===== src/rtl/pio_pkg.sv =====
package pio_pkg;
    // ========================================================
    // register map (byte addresses on the 32-bit bus)
    // ========================================================
    // printed offsets are not word aligned, so they are indices
    localparam logic [15:0] PIO_IDX_DATA     = 16'hf238;
    localparam logic [15:0] PIO_IDX_DIR      = 16'hf239;
    localparam logic [15:0] PIO_IDX_CTRL     = 16'hf23a;
    localparam logic [15:0] PIO_IDX_FUNC     = 16'hf23c;
    localparam int          PIO_ADDR_W       = 18;
    localparam logic [17:0] PIO_ADDR_DATA    = {PIO_IDX_DATA, 2'b00};
    localparam logic [17:0] PIO_ADDR_DIR     = {PIO_IDX_DIR, 2'b00};
    localparam logic [17:0] PIO_ADDR_CTRL    = {PIO_IDX_CTRL, 2'b00};
    localparam logic [17:0] PIO_ADDR_FUNC    = {PIO_IDX_FUNC, 2'b00};

    // ========================================================
    // field layout and reset values
    // ========================================================
    localparam int          PIO_NPINS        = 8;
    localparam int          PIO_CTRL_LO_POS  = 0;
    localparam int          PIO_CTRL_HI_POS  = 8;
    localparam logic [7:0]  PIO_DATA_RST     = 8'h00;
    localparam logic [7:0]  PIO_DIR_RST      = 8'h00;
    localparam logic [15:0] PIO_CTRL_RST     = 16'h0000;
    localparam logic [15:0] PIO_FUNC_RST     = 16'h0000;
    localparam logic [1:0]  PIO_FUNC_GPIO    = 2'h0;
    localparam logic        PIO_DIR_OUT      = 1'b0;

    // drive codes in output mode
    localparam logic [1:0]  PIO_OUT_HIZ      = 2'h0;
    localparam logic [1:0]  PIO_OUT_PODR     = 2'h1;
    localparam logic [1:0]  PIO_OUT_NODR     = 2'h2;
    localparam logic [1:0]  PIO_OUT_CMOS     = 2'h3;
    // termination codes in input mode
    localparam logic [1:0]  PIO_IN_PDN       = 2'h1;
    localparam logic [1:0]  PIO_IN_PUP       = 2'h2;

    // bus answer states
    typedef enum logic [1:0] {
        PIO_IDLE = 2'b01,
        PIO_RESP = 2'b10
    } pio_bus_e;
endpackage : pio_pkg


===== src/rtl/pio_sync.sv =====
`timescale 1ns/1ps
`default_nettype none
// ============================================================
// two-flop synchroniser for the pin levels
// ============================================================
module pio_sync
    import pio_pkg::*;
(
    // clock and reset
    input  wire logic             ref_clk,
    input  wire logic             resetn,
    // levels
    input  wire logic [7:0]       async_in,
    output logic      [7:0]       sync_out
);
    logic [7:0] meta_ff;

    // first stage feeds only the second
    always_ff @(posedge ref_clk or negedge resetn) begin
        if (!resetn) begin
            meta_ff  <= 8'h00;
            sync_out <= 8'h00;
        end else begin
            meta_ff  <= async_in;
            sync_out <= meta_ff;
        end
    end
endmodule : pio_sync
`default_nettype wire


===== src/rtl/pio_pad.sv =====
`timescale 1ns/1ps
`default_nettype none
// ============================================================
// per-pin pad decode: drive, enable and pull selection
// ============================================================
module pio_pad
    import pio_pkg::*;
(
    // configuration
    input  wire logic             out_level,
    input  wire logic             dir_in,
    input  wire logic [1:0]       code,
    input  wire logic             gpio_sel,
    // pad controls
    output logic                  pad_o,
    output logic                  pad_oe,
    output logic                  pull_up,
    output logic                  pull_dn
);
    // direction bit 0 is output, 1 input
    wire out_mode = gpio_sel && (dir_in == PIO_DIR_OUT);
    wire in_mode  = gpio_sel && (dir_in != PIO_DIR_OUT);

    // output drive: p-drain drives high only, n-drain low only
    assign pad_o  = out_level;
    assign pad_oe = out_mode && ((code == PIO_OUT_CMOS) ||
                    (code == PIO_OUT_PODR && out_level) ||
                    (code == PIO_OUT_NODR && !out_level));
    // input termination, codes 00 and 11 leave the pin floating
    assign pull_dn = in_mode && (code == PIO_IN_PDN);
    assign pull_up = in_mode && (code == PIO_IN_PUP);
endmodule : pio_pad
`default_nettype wire


===== src/rtl/pio_port.sv =====
// The implementer's own choice: the Avalon-MM register port.
`timescale 1ns/1ps
`default_nettype none
module pio_port
    import pio_pkg::*;
(
    // clock and reset
    input  wire logic                  ref_clk,
    input  wire logic                  resetn,
    // avalon-mm slave
    input  wire logic [PIO_ADDR_W-1:0] avs_address,
    input  wire logic                  avs_read,
    input  wire logic                  avs_write,
    input  wire logic [31:0]           avs_writedata,
    input  wire logic [3:0]            avs_byteenable,
    output logic      [31:0]           avs_readdata,
    output logic                       avs_waitrequest,
    output logic      [1:0]            avs_response,
    // port pins
    input  wire logic [7:0]            pin_i,
    output logic      [7:0]            pin_o,
    output logic      [7:0]            pin_oe,
    output logic      [7:0]            pin_pull_up,
    output logic      [7:0]            pin_pull_dn
);
    // ========================================================
    // registers
    // ========================================================
    logic [7:0]  pin_data_ff;
    logic [7:0]  pin_direction_ff;
    logic [15:0] pin_drive_control_ff;
    logic [15:0] pin_function_select_ff;
    logic [31:0] avs_readdata_ff;
    logic [1:0]  avs_response_ff;
    logic        avs_waitrequest_ff;
    pio_bus_e    bus_state_ff;
    logic [7:0]  pin_o_ff;
    logic [7:0]  pin_oe_ff;
    logic [7:0]  pull_up_ff;
    logic [7:0]  pull_dn_ff;

    logic [7:0]  pin_level_bits;
    logic [7:0]  nxt_o;
    logic [7:0]  nxt_oe;
    logic [7:0]  nxt_up;
    logic [7:0]  nxt_dn;

    // ========================================================
    // bus decode
    // ========================================================
    function automatic logic [7:0] lane_merge(input logic [7:0] old_v,
                                              input logic [7:0] new_v,
                                              input logic       en);
        lane_merge = en ? new_v : old_v;
    endfunction : lane_merge

    wire sel_data = (avs_address == PIO_ADDR_DATA);
    wire sel_dir  = (avs_address == PIO_ADDR_DIR);
    wire sel_ctrl = (avs_address == PIO_ADDR_CTRL);
    wire sel_func = (avs_address == PIO_ADDR_FUNC);
    wire sel_any  = sel_data | sel_dir | sel_ctrl | sel_func;
    wire idle     = (bus_state_ff == PIO_IDLE);
    wire resp     = (bus_state_ff == PIO_RESP);
    // a write is taken while idle but lands in the answer cycle,
    // the edge at which the master samples waitrequest low
    wire wr_req   = idle && avs_write;
    wire wr_go    = resp && avs_write;
    wire rd_go    = idle && avs_read;

    // read mux: input pins show the synchronised level
    wire [7:0] data_view = (pin_direction_ff & pin_level_bits) |
                           (~pin_direction_ff & pin_data_ff);

    wire [31:0] rd_mux =
        sel_data ? {24'h000000, data_view} :
        sel_dir  ? {24'h000000, pin_direction_ff} :
        sel_ctrl ? {16'h0000, pin_drive_control_ff} :
        sel_func ? {16'h0000, pin_function_select_ff} : 32'h00000000;

    // ========================================================
    // synchroniser and pad decode
    // ========================================================
    // two flops before the read mux
    pio_sync u_sync (
        .ref_clk  (ref_clk),
        .resetn   (resetn),
        .async_in (pin_i),
        .sync_out (pin_level_bits)
    );

    // code bits sit at the pin index, lo and hi
    // per-pin decode from direction and control code
    genvar gi;
    generate
        for (gi = 0; gi < PIO_NPINS; gi++) begin : g_pad
            pio_pad u_pad (
                .out_level (pin_data_ff[gi]),
                .dir_in    (pin_direction_ff[gi]),
                .code      ({pin_drive_control_ff[PIO_CTRL_HI_POS+gi],
                             pin_drive_control_ff[PIO_CTRL_LO_POS+gi]}),
                .gpio_sel  ({pin_function_select_ff[8+gi],
                             pin_function_select_ff[gi]} == PIO_FUNC_GPIO),
                .pad_o     (nxt_o[gi]),
                .pad_oe    (nxt_oe[gi]),
                .pull_up   (nxt_up[gi]),
                .pull_dn   (nxt_dn[gi])
            );
        end
    endgenerate

    // ========================================================
    // register writes
    // ========================================================
    // data register stored on write
    always_ff @(posedge ref_clk or negedge resetn) begin
        if (!resetn) begin
            pin_data_ff <= PIO_DATA_RST;
        end else if (wr_go && sel_data) begin
            pin_data_ff <= lane_merge(pin_data_ff, avs_writedata[7:0],
                                      avs_byteenable[0]);
        end
    end

    always_ff @(posedge ref_clk or negedge resetn) begin
        if (!resetn) begin
            pin_direction_ff <= PIO_DIR_RST;
        end else if (wr_go && sel_dir) begin
            pin_direction_ff <= lane_merge(pin_direction_ff,
                                avs_writedata[7:0], avs_byteenable[0]);
        end
    end

    // each byte lane updates its own half
    always_ff @(posedge ref_clk or negedge resetn) begin
        if (!resetn) begin
            pin_drive_control_ff <= PIO_CTRL_RST;
        end else if (wr_go && sel_ctrl) begin
            pin_drive_control_ff[7:0]  <= lane_merge(
                pin_drive_control_ff[7:0], avs_writedata[7:0],
                avs_byteenable[0]);
            pin_drive_control_ff[15:8] <= lane_merge(
                pin_drive_control_ff[15:8], avs_writedata[15:8],
                avs_byteenable[1]);
        end
    end

    // function select, only code 00 routes plain io
    always_ff @(posedge ref_clk or negedge resetn) begin
        if (!resetn) begin
            pin_function_select_ff <= PIO_FUNC_RST;
        end else if (wr_go && sel_func) begin
            pin_function_select_ff[7:0]  <= lane_merge(
                pin_function_select_ff[7:0], avs_writedata[7:0],
                avs_byteenable[0]);
            pin_function_select_ff[15:8] <= lane_merge(
                pin_function_select_ff[15:8], avs_writedata[15:8],
                avs_byteenable[1]);
        end
    end

    // ========================================================
    // bus answer: one wait cycle, then waitrequest low
    // ========================================================
    always_ff @(posedge ref_clk or negedge resetn) begin
        if (!resetn) begin
            bus_state_ff       <= PIO_IDLE;
            avs_readdata_ff    <= 32'h00000000;
            avs_response_ff    <= 2'h0;
            avs_waitrequest_ff <= 1'b1;
        end else begin
            case (bus_state_ff)
                PIO_IDLE: begin
                    if (rd_go || wr_req) begin
                        bus_state_ff       <= PIO_RESP;
                        avs_readdata_ff    <= rd_go ? rd_mux : 32'h00000000;
                        avs_response_ff    <= sel_any ? 2'h0 : 2'h3;
                        avs_waitrequest_ff <= 1'b0;
                    end
                end
                PIO_RESP: begin
                    bus_state_ff       <= PIO_IDLE;
                    avs_waitrequest_ff <= 1'b1;
                end
                default: begin
                    bus_state_ff       <= PIO_IDLE;
                    avs_waitrequest_ff <= 1'b1;
                end
            endcase
        end
    end

    // ========================================================
    // pad outputs
    // ========================================================
    // registered pad controls
    always_ff @(posedge ref_clk or negedge resetn) begin
        if (!resetn) begin
            pin_o_ff   <= 8'h00;
            pin_oe_ff  <= 8'h00;
            pull_up_ff <= 8'h00;
            pull_dn_ff <= 8'h00;
        end else begin
            pin_o_ff   <= nxt_o;
            pin_oe_ff  <= nxt_oe;
            pull_up_ff <= nxt_up;
            pull_dn_ff <= nxt_dn;
        end
    end

    // waitrequest high except in the answer cycle
    assign avs_waitrequest = avs_waitrequest_ff;
    assign avs_readdata    = avs_readdata_ff;
    assign avs_response    = avs_response_ff;
    assign pin_o           = pin_o_ff;
    assign pin_oe          = pin_oe_ff;
    assign pin_pull_up     = pull_up_ff;
    assign pin_pull_dn     = pull_dn_ff;
endmodule : pio_port
`default_nettype wire


===== config.mk =====
export PLATFORM = sky130hd
export DESIGN_NAME = pio_port
export DESIGN_NICKNAME = d
export VERILOG_FILES = /design/src/rtl/pio_pkg.sv /design/src/rtl/pio_sync.sv /design/src/rtl/pio_pad.sv /design/src/rtl/pio_port.sv
export SDC_FILE = /design/constraint.sdc
export NUM_CORES = 1
export LEC_CHECK = 0
export ABC_CLOCK_PERIOD_IN_PS = 1600
export BUFFER_PORTS_ARGS = -buffer_cell sky130_fd_sc_hd__buf_4
export CAP_MARGIN = 30
export CORE_ASPECT_RATIO = 1.5
export CORE_MARGIN = 3
export CORE_UTILIZATION = 47
export DETAILED_ROUTE_END_ITERATION = 10
export PLACE_DENSITY = 0.76
export REMOVE_ABC_BUFFERS = 1
export SYNTH_ARGS = -nofsm -noshare
export SYNTH_HDL_FRONTEND = slang
export SYNTH_SLANG_ARGS = --single-unit
export TNS_END_PERCENT = 5

===== constraint.sdc =====
create_clock -name ref_clk -period 1.6 [get_ports ref_clk]
set_input_delay 0.16 -clock ref_clk [delete_from_list [all_inputs] [get_ports ref_clk]]
set_output_delay 0.16 -clock ref_clk [all_outputs]
set_load 0.005 [all_outputs]

* Yosys cells after proc, flatten, opt, wreduce, memory -nomap -nowiden *
Cells that the tools add are included.

storage, ports and cells
  output and inout bits = 67
  bits of input ports = 66
  word-level logic and storage cells = 175
  register bits after elaboration = 133

operators by class
  bitwise gates (word level) = 15
  reduce and logical (&&, ||, !) cells = 103
  mux-type cells = 10
  equal/unequal tests = 31

operator list
  operator                                        number
  2-to-1 mux 16 bit                               5
  == test 18 bit (second input constant)          4
  logical AND 1 bit                               63
  == test 2 bit (second input constant)           17
  == test 2 x 1 -> 1 bit (second input constant)  9
  logical OR 1 bit                                17
  bitwise AND 8 bit                               2
  logical NOT 2 bit                               8
  AND reduction 2 bit                             7
  logical NOT 1 bit                               8
  NOT 1 bit                                       8
  NOT 8 bit                                       1
  OR 8 bit                                        1
  2-to-1 mux 2 bit                                3
  OR 1 bit                                        3
  2-to-1 mux 1 bit                                2
  != test 2 x 1 -> 1 bit (second input constant)  1

* Longest topological paths before layout *
Gate-level depths: netlist (run 1).

  depth after elaboration = 6
  gate-level depth with buffers = 7
  depth with buffers taken out = 5

* Modules after synthesis *
A second synthesis (run 1) with hierarchy kept.

unflattened totals
  cells, all modules = 382
  area total of the unflattened synthesis = 4908.5 sq um

modules (own cells, without submodules)
  module    cells each  times used  area an instance (sq um)  seq. area each (sq um)
  pio_port  318         1           4037.6                    2478.6
  pio_pad   6           8           58.8                      0.0
  pio_sync  16          1           400.4                     400.4

* Worst setup path after synthesis (run 1) *
No wires, ideal clock.

  path type = input-to-reg
  from = input port avs_address[9]
  to = register pin_data_ff[0]
  path slack = -0.150 ns
  data arrival time = 1.625 ns
  library setup time = 0.125 ns
  stages = 6
  required time = 1.475 ns
  path buffers = 1
  path through = nor4b_4 > nand3_4 > nor4_4 > and2b_1 > buf_6 > mux2_2

on the way
  cells in the longest elaborated chain, start to end = 3

RTL lines
  element                        line             source
  start: declaration             pio_port.sv:11   input wire logic [PIO_ADDR_W-1:0] avs_address,
  == test 18 bit                 pio_port.sv:57   wire sel_data = (avs_address == PIO_ADDR_DATA);
  logical AND 1 bit              pio_port.sv:118  end else if (wr_go && sel_data) begin
  AND reduction 2 bit (no line)  n/a
  end signal: assignment         pio_port.sv:119  pin_data_ff <= lane_merge(pin_data_ff, avs_writedata[7:0],
  end: declaration               pio_port.sv:29   logic [7:0] pin_data_ff;

No other way between the ends.
A chain may end at the register's enable or synchronous reset.

* Final worst setup path (run 1) *
  from = register bus_state_ff[0]
  to = register avs_readdata_ff[2] (netlist: avs_readdata[2])

on the way
  cells in the longest elaborated chain, start to end = 4
  elaborated cells between the ends (all ways) = 6
  those cells by class = eq/ne (1); mux (1); reduce/logical (4)

RTL lines
  element                               line                             source
  start: declaration                    pio_port.sv:36                   pio_bus_e bus_state_ff;
  start signal: assignment              pio_port.sv:166                  bus_state_ff <= PIO_IDLE;
  start signal: assignment              pio_port.sv:174                  bus_state_ff <= PIO_RESP;
  start signal: assignment              pio_port.sv:181                  bus_state_ff <= PIO_IDLE;
  == test 2 x 1 -> 1 bit *              pio_port.sv:62, pio_port.sv:171
  logical AND 1 bit (on tied branches)  pio_port.sv:68, pio_port.sv:66
  logical OR 1 bit                      pio_port.sv:173                  if (rd_go || wr_req) begin
  AND reduction 2 bit (no line)         n/a
  end signal: assignment                pio_port.sv:175                  avs_readdata_ff <= rd_go ? rd_mux : 32'h00000000;
  end: declaration                      pio_port.sv:33                   logic [31:0] avs_readdata_ff;

Mark *: on every way between the ends. The rest lies on a longest branch, timed or not.

==> results of run 1 <==
-- final timing paths --
path	cells past startpoint	slack, ns	end	from
max in group asynchronous	3	0.85	bus_state_ff[0]	resetn
worst min register to register	0	0.34	u_sync.sync_out[0]	u_sync.meta_ff[0]
min in group asynchronous	2	0.18	u_sync.meta_ff[6]	resetn
worst max-delay path	7	-0.03	avs_readdata[2]	bus_state_ff[0]
worst max register to register	7	-0.03	avs_readdata[2]	bus_state_ff[0]
worst min-delay path	2	0.02	pin_function_select_ff[8]	avs_writedata[8]
-- placed cells by master, fill, tap and decap left out, types with 10 or more instances in the layout --
cell type / netlist / layout
conb_1: 1 / 16
nor3b_1: 16 / 16
dlygate4sd3_1: 0 / 16
buf_4: 17 / 124
clkbuf_16: 0 / 17
inv_1: 10 / 10
mux2_4: 0 / 27
o21ai_0: 15 / 15
mux2_2: 48 / 21
dfrtp_1: 114 / 114
nand2_1: 39 / 37
buf_6: 3 / 10
-- final cells by class --
class | count | share of cell area (%)
flip-flops and latches | 115 | 41.8
clock inverters | 6 | 0.800
multi-input cells | 241 | 29.0
well taps | 115 | 2.09
repair buffers | 154 | 18.6
clock buffers | 26 | 7.11
inverters | 10 | 0.545
-- state kept, by name (all words and copies together), names as in the netlist --
name and count:
avs_readdata 16, pin_drive_control_ff 16, pin_function_select_ff 16, pin_data_ff 8, pin_direction_ff 8, pin_o 8, pin_oe 8, pin_pull_dn 8
pin_pull_up 8, u_sync.meta_ff 8, u_sync.sync_out 8, bus_state_ff 2, avs_response 1
-- metrics by stage --
step	setup WS, ns	utilization, %	setup TNS (ns)	cells
global route	-0.0887	69.9	-1.95	667
detailed placement	-0.304	60.0	-12.32	616
floorplan	-0.211	-	-4.56	366
CTS	-0.0657	68.9	-0.976	665
global placement	-0.247	60.0	-9.67	616
finish	-0.0306	69.9	-0.127	667
-- power by group --
group	internal (µW)	switching, µW	leakage, µW
registers	2980	38.3	0.00156
logic	447	485	0.00150
clock network	2240	1210	0.000272
-- metal layers --
metal / vias to the layer above / share of wire [%]
li1: 1651 / -
met1: 1861 / 36
met2: 169 / 55
met3: 23 / 6.2
met4: 0 / 1.9
met5: - / 0
-- timing repair --
item	4_1_cts	5_1_grt
pin swaps	8	11
gates resized for setup	42	14
setup buffers	2	1
gates cloned	0	0
setup endpoints to repair	55	56
endpoints found under the hold margin	131	1
hold buffers	15	1
-- worst max-delay path: stages, from the launching register on --
cell,delay [ns]
dfstp_2,0.54
buf_6,0.10
nor2b_4,0.13
o21ai_2,0.08
buf_12,0.17
a221oi_4,0.23
a22o_1,0.19
a31oi_1,0.05
-- logic make-up (layout without fill, tap and decap cells) --
kind of cell           Yosys count  count (layout)  share of synthesized area, %
and+or+nand+nor                118             118                          15.6
DFF                            115             115                          59.6
muxes                           56              56                          12.8
AOI/OAI and AO/OA               51              51                          7.33
buffers and inverters           35             196                          4.51
other                            1              16                        0.0776
==> impl_metrics.ini, run 1 <==
[synth]
ys_warn_count = 0
synthTopCellsByArea = dfrtp_1 59%, mux2_2 11%, nand2_1 3.0%
syn_avg_cell_area_um2 = 12.8
ys_async_sr_fraction_pct = 100
synth_edf_count = 0
syn-cell-area_um2 = 4830
ys_seq_elements = 115
synth_ff_type = dfrtp_1
syn-instance-count = 376
yosys-top-cells-count = 114 x dfrtp_1, 48 x mux2_2, 39 x nand2_1
yosys.area.top_type = dfrtp_1
yosysSeqAreaShare_pct = 59.6
ys_types = 37
synth_top_area_share_pct = 59.1
synth.most_common_cell = dfrtp_1

[layout]
antennaDiodeCount = 0
layout.nets = 605
drive_gt1_share_pct = 43.8
design_area_um2 = 6890
regArea_um2 = 2880
syn_to_final_growth_pct = 42.6
multi_input_area_um2 = 2000
fillCellCount = 660

[clock_network]
htreeDepth = 4
clkLatencyLatePin_ns = 0.41
cts_root_buffer = clkbuf_16
numClockSinks = 115
clockBufferDepth = 2
cts.clk_slew.worst_paths_ns = 0.05
numCtsBuffers = 17
cts_tree = done

[timing]
period_needed_ns = 1.63
rsz0062_at_grt = true
final_max_slew_viol_count = 0
whs_ns = 0.0228
fmax_ghz = 0.613
setup_violations = 8
setup_ws_ns = -0.0306
skew_ns = 0.00592
fin_crit_sh_pct = 102
finalHoldViolCount = 0

[power_and_ir_drop]
ir_worst_vdd_v = 0.00101
cellPowerDensity_nw_per_um2 = 1070
p_leak_uw = 0.00334
power_uw = 7400

[floorplanning]
die_y_um = 130
placeableCoreArea_um2 = 9850
io_pins = 133
die-area_um2 = 11600
rows = 44
initial_utilization_pct = 49.0
chipWidth_um = 88.8

[grt]
grt_pass1_vias = 3811
grtUsageTotal_pct = 23.5
grtUsageMet1_pct = 27.1
met3_usage_pct = 6.13
grt_first_pass_wirelength_um = 20000
grt-busiest-layer = met2
antenna_found_initial = 0
met2_usage_pct = 41.3
overflow = 0
grt_max_degree = 47

[detailed_routing]
via_per_inst = 5.55
avgRoutedWirePerCell_um = 19.5
drcViolationCount = 0
wl_um = 13000
vias = 3704
ant_nets = 0
drt_first_pass_iters = 5
drtIter0Drc = 334

[setup_path]
critPathCaptureType = flop
arrival_ns = 1.91
critical_path_class = reg2reg
critPathRequiredTime_ns = 1.88
crit_path_max_fanout = 24
cp-start-kind = flop

[status]
failed_checks = negative setup slack
status = complete, but fails checks

[place]
gp_congestion = 0.849
dpl.hpwl_um = 8600
portBuffers = 98
placed_area_um2 = 5920

[flow_run]
maxCapViolations = 0

[min_path]
hp-class = in2reg
No activity file was read; power rests on OpenSTA's default activity.
==> inputs of run 2 (changes only) <==
--- a/config.mk
+++ b/config.mk
@@ -10,9 +10,10 @@
 export CAP_MARGIN = 30
 export CORE_ASPECT_RATIO = 1.5
 export CORE_MARGIN = 3
-export CORE_UTILIZATION = 47
+export CORE_UTILIZATION = 49
+export CTS_BUF_LIST = sky130_fd_sc_hd__clkbuf_4
 export DETAILED_ROUTE_END_ITERATION = 10
-export PLACE_DENSITY = 0.76
+export PLACE_DENSITY = 0.78
 export REMOVE_ABC_BUFFERS = 1
 export SYNTH_ARGS = -nofsm -noshare
 export SYNTH_HDL_FRONTEND = slang
==> impl_metrics.ini, run 2 (synthesized netlist as in run 1, its figures left out) <==
[status]
status = complete, but fails checks
failed_checks = negative setup slack

[timing]
period_needed_ns = 1.66
setup_ws_ns = -0.0643
finalHoldViolCount = 0
fmax_ghz = 0.601
fin_setup_tns_ns = -0.417
fin_crit_sh_pct = 104
setup_violations = 19
rsz0062_at_grt = true
skew_ns = 0.00948
final_max_slew_viol_count = 0

[detailed_routing]
met3_wirelength_um = 838
met1Wirelength_um = 4740
ant_nets = 0
via_per_inst = 5.55
wl_um = 12900
avgRoutedWirePerCell_um = 19.1
vias = 3754
drtIter0Drc = 278
drcViolationCount = 0
top_layer_used = met4
drt_first_pass_iters = 5
met2WireLength_um = 7090

[floorplanning]
io_pins = 133
initial_utilization_pct = 51.3
die-area_um2 = 11100
chipWidth_um = 87.1
rows = 43
placeableCoreArea_um2 = 9420
die_y_um = 128

[clock_network]
numClockSinks = 115
clkLatencyLatePin_ns = 0.52
clockBufferDepth = 2
cts_tree = done
htreeDepth = 4
numCtsBuffers = 17
cts.clk_slew.worst_paths_ns = 0.09
cts_root_buffer = clkbuf_4

[grt]
grt_first_pass_wirelength_um = 20300
grt_max_degree = 56
overflow = 0
grt_pass1_vias = 3905
antenna_found_initial = 1
grtUsageTotal_pct = 24.6

[setup_path]
rr_worst_depth = 7
crit_start = bus_state_ff[0]
slowest_delay_ns = 0.58
critPathSlowestCell = dfstp_2
r2r_slack_ns = -0.06
r2r_end = avs_readdata[1]
critPathRequiredTime_ns = 2.01
critPathCaptureType = flop
critical_path_class = reg2reg
arrival_ns = 2.07
reg2reg_from = bus_state_ff[0]
crit_chain = buf_6 -> nor2b_4 -> o21ai_2 -> buf_12 -> a221oi_2 -> a22o_1 -> a31oi_1
crit_path_max_fanout = 21
cp-start-kind = flop

[layout]
final_common_cell = buf_4
layout_common_cells = 129 x buf_4, 114 x dfrtp_1, 35 x nand2_1
drive_gt1_share_pct = 43.3
final_core_util_pct = 70.2
layout.nets = 618
fillCellCount = 653
syn_to_final_growth_pct = 36.8

[place]
dpl.hpwl_um = 8830
portBuffers = 98
pre_cts_ws_ns = -0.268
gp_congestion = 0.845

[flow_run]
maxCapViolations = 0

[min_path]
hp-class = in2reg
hold_depth = 4
min_from = avs_write
worstHoldEndpoint = bus_state_ff[0]

[power_and_ir_drop]
cellPowerDensity_nw_per_um2 = 846
p_leak_uw = 0.00323
ir_worst_vdd_v = 0.000448
==> run 2: cell count changes in the layout (fill, tap and decap cells not counted), sizes merged <==
cell,change
diode,+1
clkbuf,-6
dlygate4sd3,+10
buf,+3
clkinv,+5
bufinv,-1
==> run 2: worst max-delay path by stage <==
stage               cells past startpoint  slack, ns                         to
floorplan                               5      -0.21            avs_readdata[0]
global placement                        6      -0.22  pin_function_select_ff[3]
detailed placement                      6      -0.27  pin_function_select_ff[3]
CTS                                     8      -0.04   pin_drive_control_ff[12]
global route                            7      -0.12            avs_readdata[7]
finish                                  7      -0.06            avs_readdata[1]
==> run 2: area by class of cell <==
class,count,area (µm²),share of cell area [%]
antenna,1,2.50,0.0379
clock buffer,20,150,2.27
clock inverter,10,45.0,0.682
inverter,10,37.5,0.568
multi-input combinational,241,1960,29.7
sequential,115,2880,43.6
tap,112,140,2.12
timing repair buffer,167,1390,21.0
==> run 2: report_power, final <==
group          switching, µW  total [µW]  internal [µW]
Clock                    997        1600            607
Combinational            496         964            467
Sequential              48.4        3020           2970
Total                   1540        5590           4050
==> run 2: what timing repair did <==
item	4_1_cts	5_1_grt
pin swaps	16	17
gates resized for setup	32	18
gates cloned	0	0
buffers inserted	1	1
hold endpoints to repair	171	0
hold buffers	26	0
endpoints found under the setup margin	48	44
==> run 2: worst max-delay path: cells and delay by family, from the launching register on <==
kind	cells	cell delay (ns)
compound gates	4	0.53
simple gates	1	0.15
buf+inv	2	0.28
flops	1	0.58
==> run 2: layer usage <==
layer / GRT usage [%] / vias to the layer above
li1: - / 1675
met2: 43.0 / 160
met4: 8.72 / 0
met3: 8.58 / 30
met1: 27.5 / 1889
met5: 0 / -
==> run 2: per-stage QoR <==
stage / power [µW] / cell area, µm² / std cells / hold WS [ns]
6_report: 5590 / 6610 / 676 / 0.0725
5_1_grt: 5820 / 6610 / 676 / 0.0391
4_1_cts: 5540 / 6520 / 674 / 0.0330
3_5_place_dp: 3810 / 5930 / 617 / 0.126
2_1_floorplan: 3290 / 4710 / 366 / -0.136
3_3_place_gp: 3790 / 5930 / 617 / 0.113
==> inputs of run 3 (changes only) <==
--- a/config.mk
+++ b/config.mk
@@ -17,5 +17,6 @@
 export REMOVE_ABC_BUFFERS = 1
 export SYNTH_ARGS = -nofsm -noshare
 export SYNTH_HDL_FRONTEND = slang
+export SYNTH_HIERARCHICAL = 1
 export SYNTH_SLANG_ARGS = --single-unit
 export TNS_END_PERCENT = 5
==> impl_metrics.ini, run 3 <==
[power_and_ir_drop]
p_leak_uw = 0.00322
ir_worst_vdd_v = 0.000458
power_uw = 5660
cellPowerDensity_nw_per_um2 = 879

[synth]
ys_async_sr_fraction_pct = 100
synthTopCellsByArea = dfrtp_1 58%, mux2_2 9.4%, nor3b_2 6.1%
yosys.area.top_type = dfrtp_1
ys_warn_count = 6
syn_avg_cell_area_um2 = 12.8
synth_edf_count = 0
syn-instance-count = 382
yosys-top-cells-count = 114 x dfrtp_1, 41 x mux2_2, 39 x nand2_1
synth.most_common_cell = dfrtp_1
syn-cell-area_um2 = 4910
ys_types = 34
synth_ff_type = dfrtp_1
synth_top_area_share_pct = 58.1
ys_seq_elements = 115
yosysSeqAreaShare_pct = 58.7

[detailed_routing]
vias = 3501
wl_um = 11400
drcViolationCount = 0
avgRoutedWirePerCell_um = 17.3
ant_nets = 0
via_per_inst = 5.33
drtIter0Drc = 166
drt_first_pass_iters = 4

[place]
portBuffers = 98
dp_cells = 598
pre_cts_ws_ns = -0.720
gp_congestion = 0.850
dpl.hpwl_um = 7920

[setup_path]
critPathCaptureType = flop
slowest_delay_ns = 0.37
crit_top_cell = nand2_2
critPathSlowestCell = dfrtp_1
reg2reg_from = bus_state_ff[1]
rr_worst_depth = 6
arrival_ns = 2.03
r2r_end = pin_direction_ff[0]
cp_top_family = simple AND/OR/NAND/NOR gates
cp-start-kind = flop
cp_num_buf_inv = 1
r2r_slack_ns = -0.02
critPathRequiredTime_ns = 2.00
crit_path_max_fanout = 8
critical_path_class = reg2reg
crit_chain = nand2_2 -> nor2_4 -> nand2_2 -> nor4bb_2 -> buf_4 -> mux2_2

[clock_network]
numCtsBuffers = 17
htreeDepth = 4
cts.clk_slew.worst_paths_ns = 0.09
clockBufferDepth = 2
cts_tree = done
cts_root_buffer = clkbuf_4
numClockSinks = 115
clkLatencyLatePin_ns = 0.52

[timing]
rsz0062_at_grt = true
fmax_ghz = 0.616
period_needed_ns = 1.62
finalHoldViolCount = 0
setup_violations = 6
whs_ns = 0.118
fin_crit_sh_pct = 102
skew_ns = 0.0139
final_max_slew_viol_count = 0
setup_ws_ns = -0.0247

[flow_run]
maxCapViolations = 0

[floorplanning]
initial_utilization_pct = 50.4
die-area_um2 = 11300
placeableCoreArea_um2 = 9740
chipWidth_um = 87.7
rows = 44
io_pins = 133
die_y_um = 129

[layout]
final_common_cell = buf_4
layout_common_cells = 119 x buf_4, 114 x dfrtp_1, 39 x mux2_2
final_core_util_pct = 66.1
drive_gt1_share_pct = 44.7
syn_to_final_growth_pct = 31.3
final-instance-count-excl-fill = 657
layout.nets = 596

[min_path]
hp-class = in2async

[status]
status = complete, but fails checks
failed_checks = negative setup slack

[grt]
antenna_found_initial = 0
grtUsageTotal_pct = 20.9
grt_first_pass_wirelength_um = 17600
overflow = 0
grt_max_degree = 50
grt_pass1_vias = 3605
run 3: cell type report:
cell class	count	area [µm²]
fillers	710	3300
flip-flops and latches	115	2880
multi-input cells	243	1900
repair buffers	151	1240
clock buffers	22	165
well taps	115	144
clock inverters	8	111
inverters	2	7.51
diodes	1	2.50
run 3: cell families after synthesis:
logic type | synth area share, %
flops | 58.7
compound gates | 5.94
mux | 15.1
other cells | 0.0764
xor+xnor | 0.178
buf+inv | 5.23
simple gates | 14.8
run 3: power by group:
group	leakage [µW]	internal [µW]	switching, µW
sequential	0.00156	2970	39.3
combinational	0.00150	264	297
clock	0.000156	1130	958
total	0.00322	4370	1290
run 3: routing by layer:
layer  up-vias  routed length (µm)  GRT usage [%]
li1       1593                   -              -
met1      1722                4290           24.4
met2       148                5990           34.9
met3        38                 696           4.93
met4         0                 405           11.5
met5         -                   0              0
run 3: timing repair:
action,CTS,global route
resized for setup,8,14
hold buffers,27,0
hold endpoints to repair,171,0
pin swaps,4,1
setup endpoints to repair,51,61
setup buffers,0,1
run 3: worst max path at each step:
stage,from,endpoint,slack (ns),cells after the start
floorplan,avs_address[9],pin_direction_ff[0],-0.84,4
global placement,avs_address[9],pin_drive_control_ff[2],-0.68,6
detailed placement,avs_address[9],pin_drive_control_ff[1],-0.72,6
CTS,bus_state_ff[1],pin_direction_ff[3],-0.06,6
global route,bus_state_ff[1],pin_direction_ff[2],-0.10,6
finish,bus_state_ff[1],pin_direction_ff[0],-0.02,6
run 3: per-stage QoR:
step	cell area, µm²	setup TNS [ns]
final	6440	-0.110
after global routing	6440	-0.780
after CTS	6390	-0.407
after detailed placement	5810	-38.48
after global placement	5810	-34.53
after floorplan	4720	-29.97
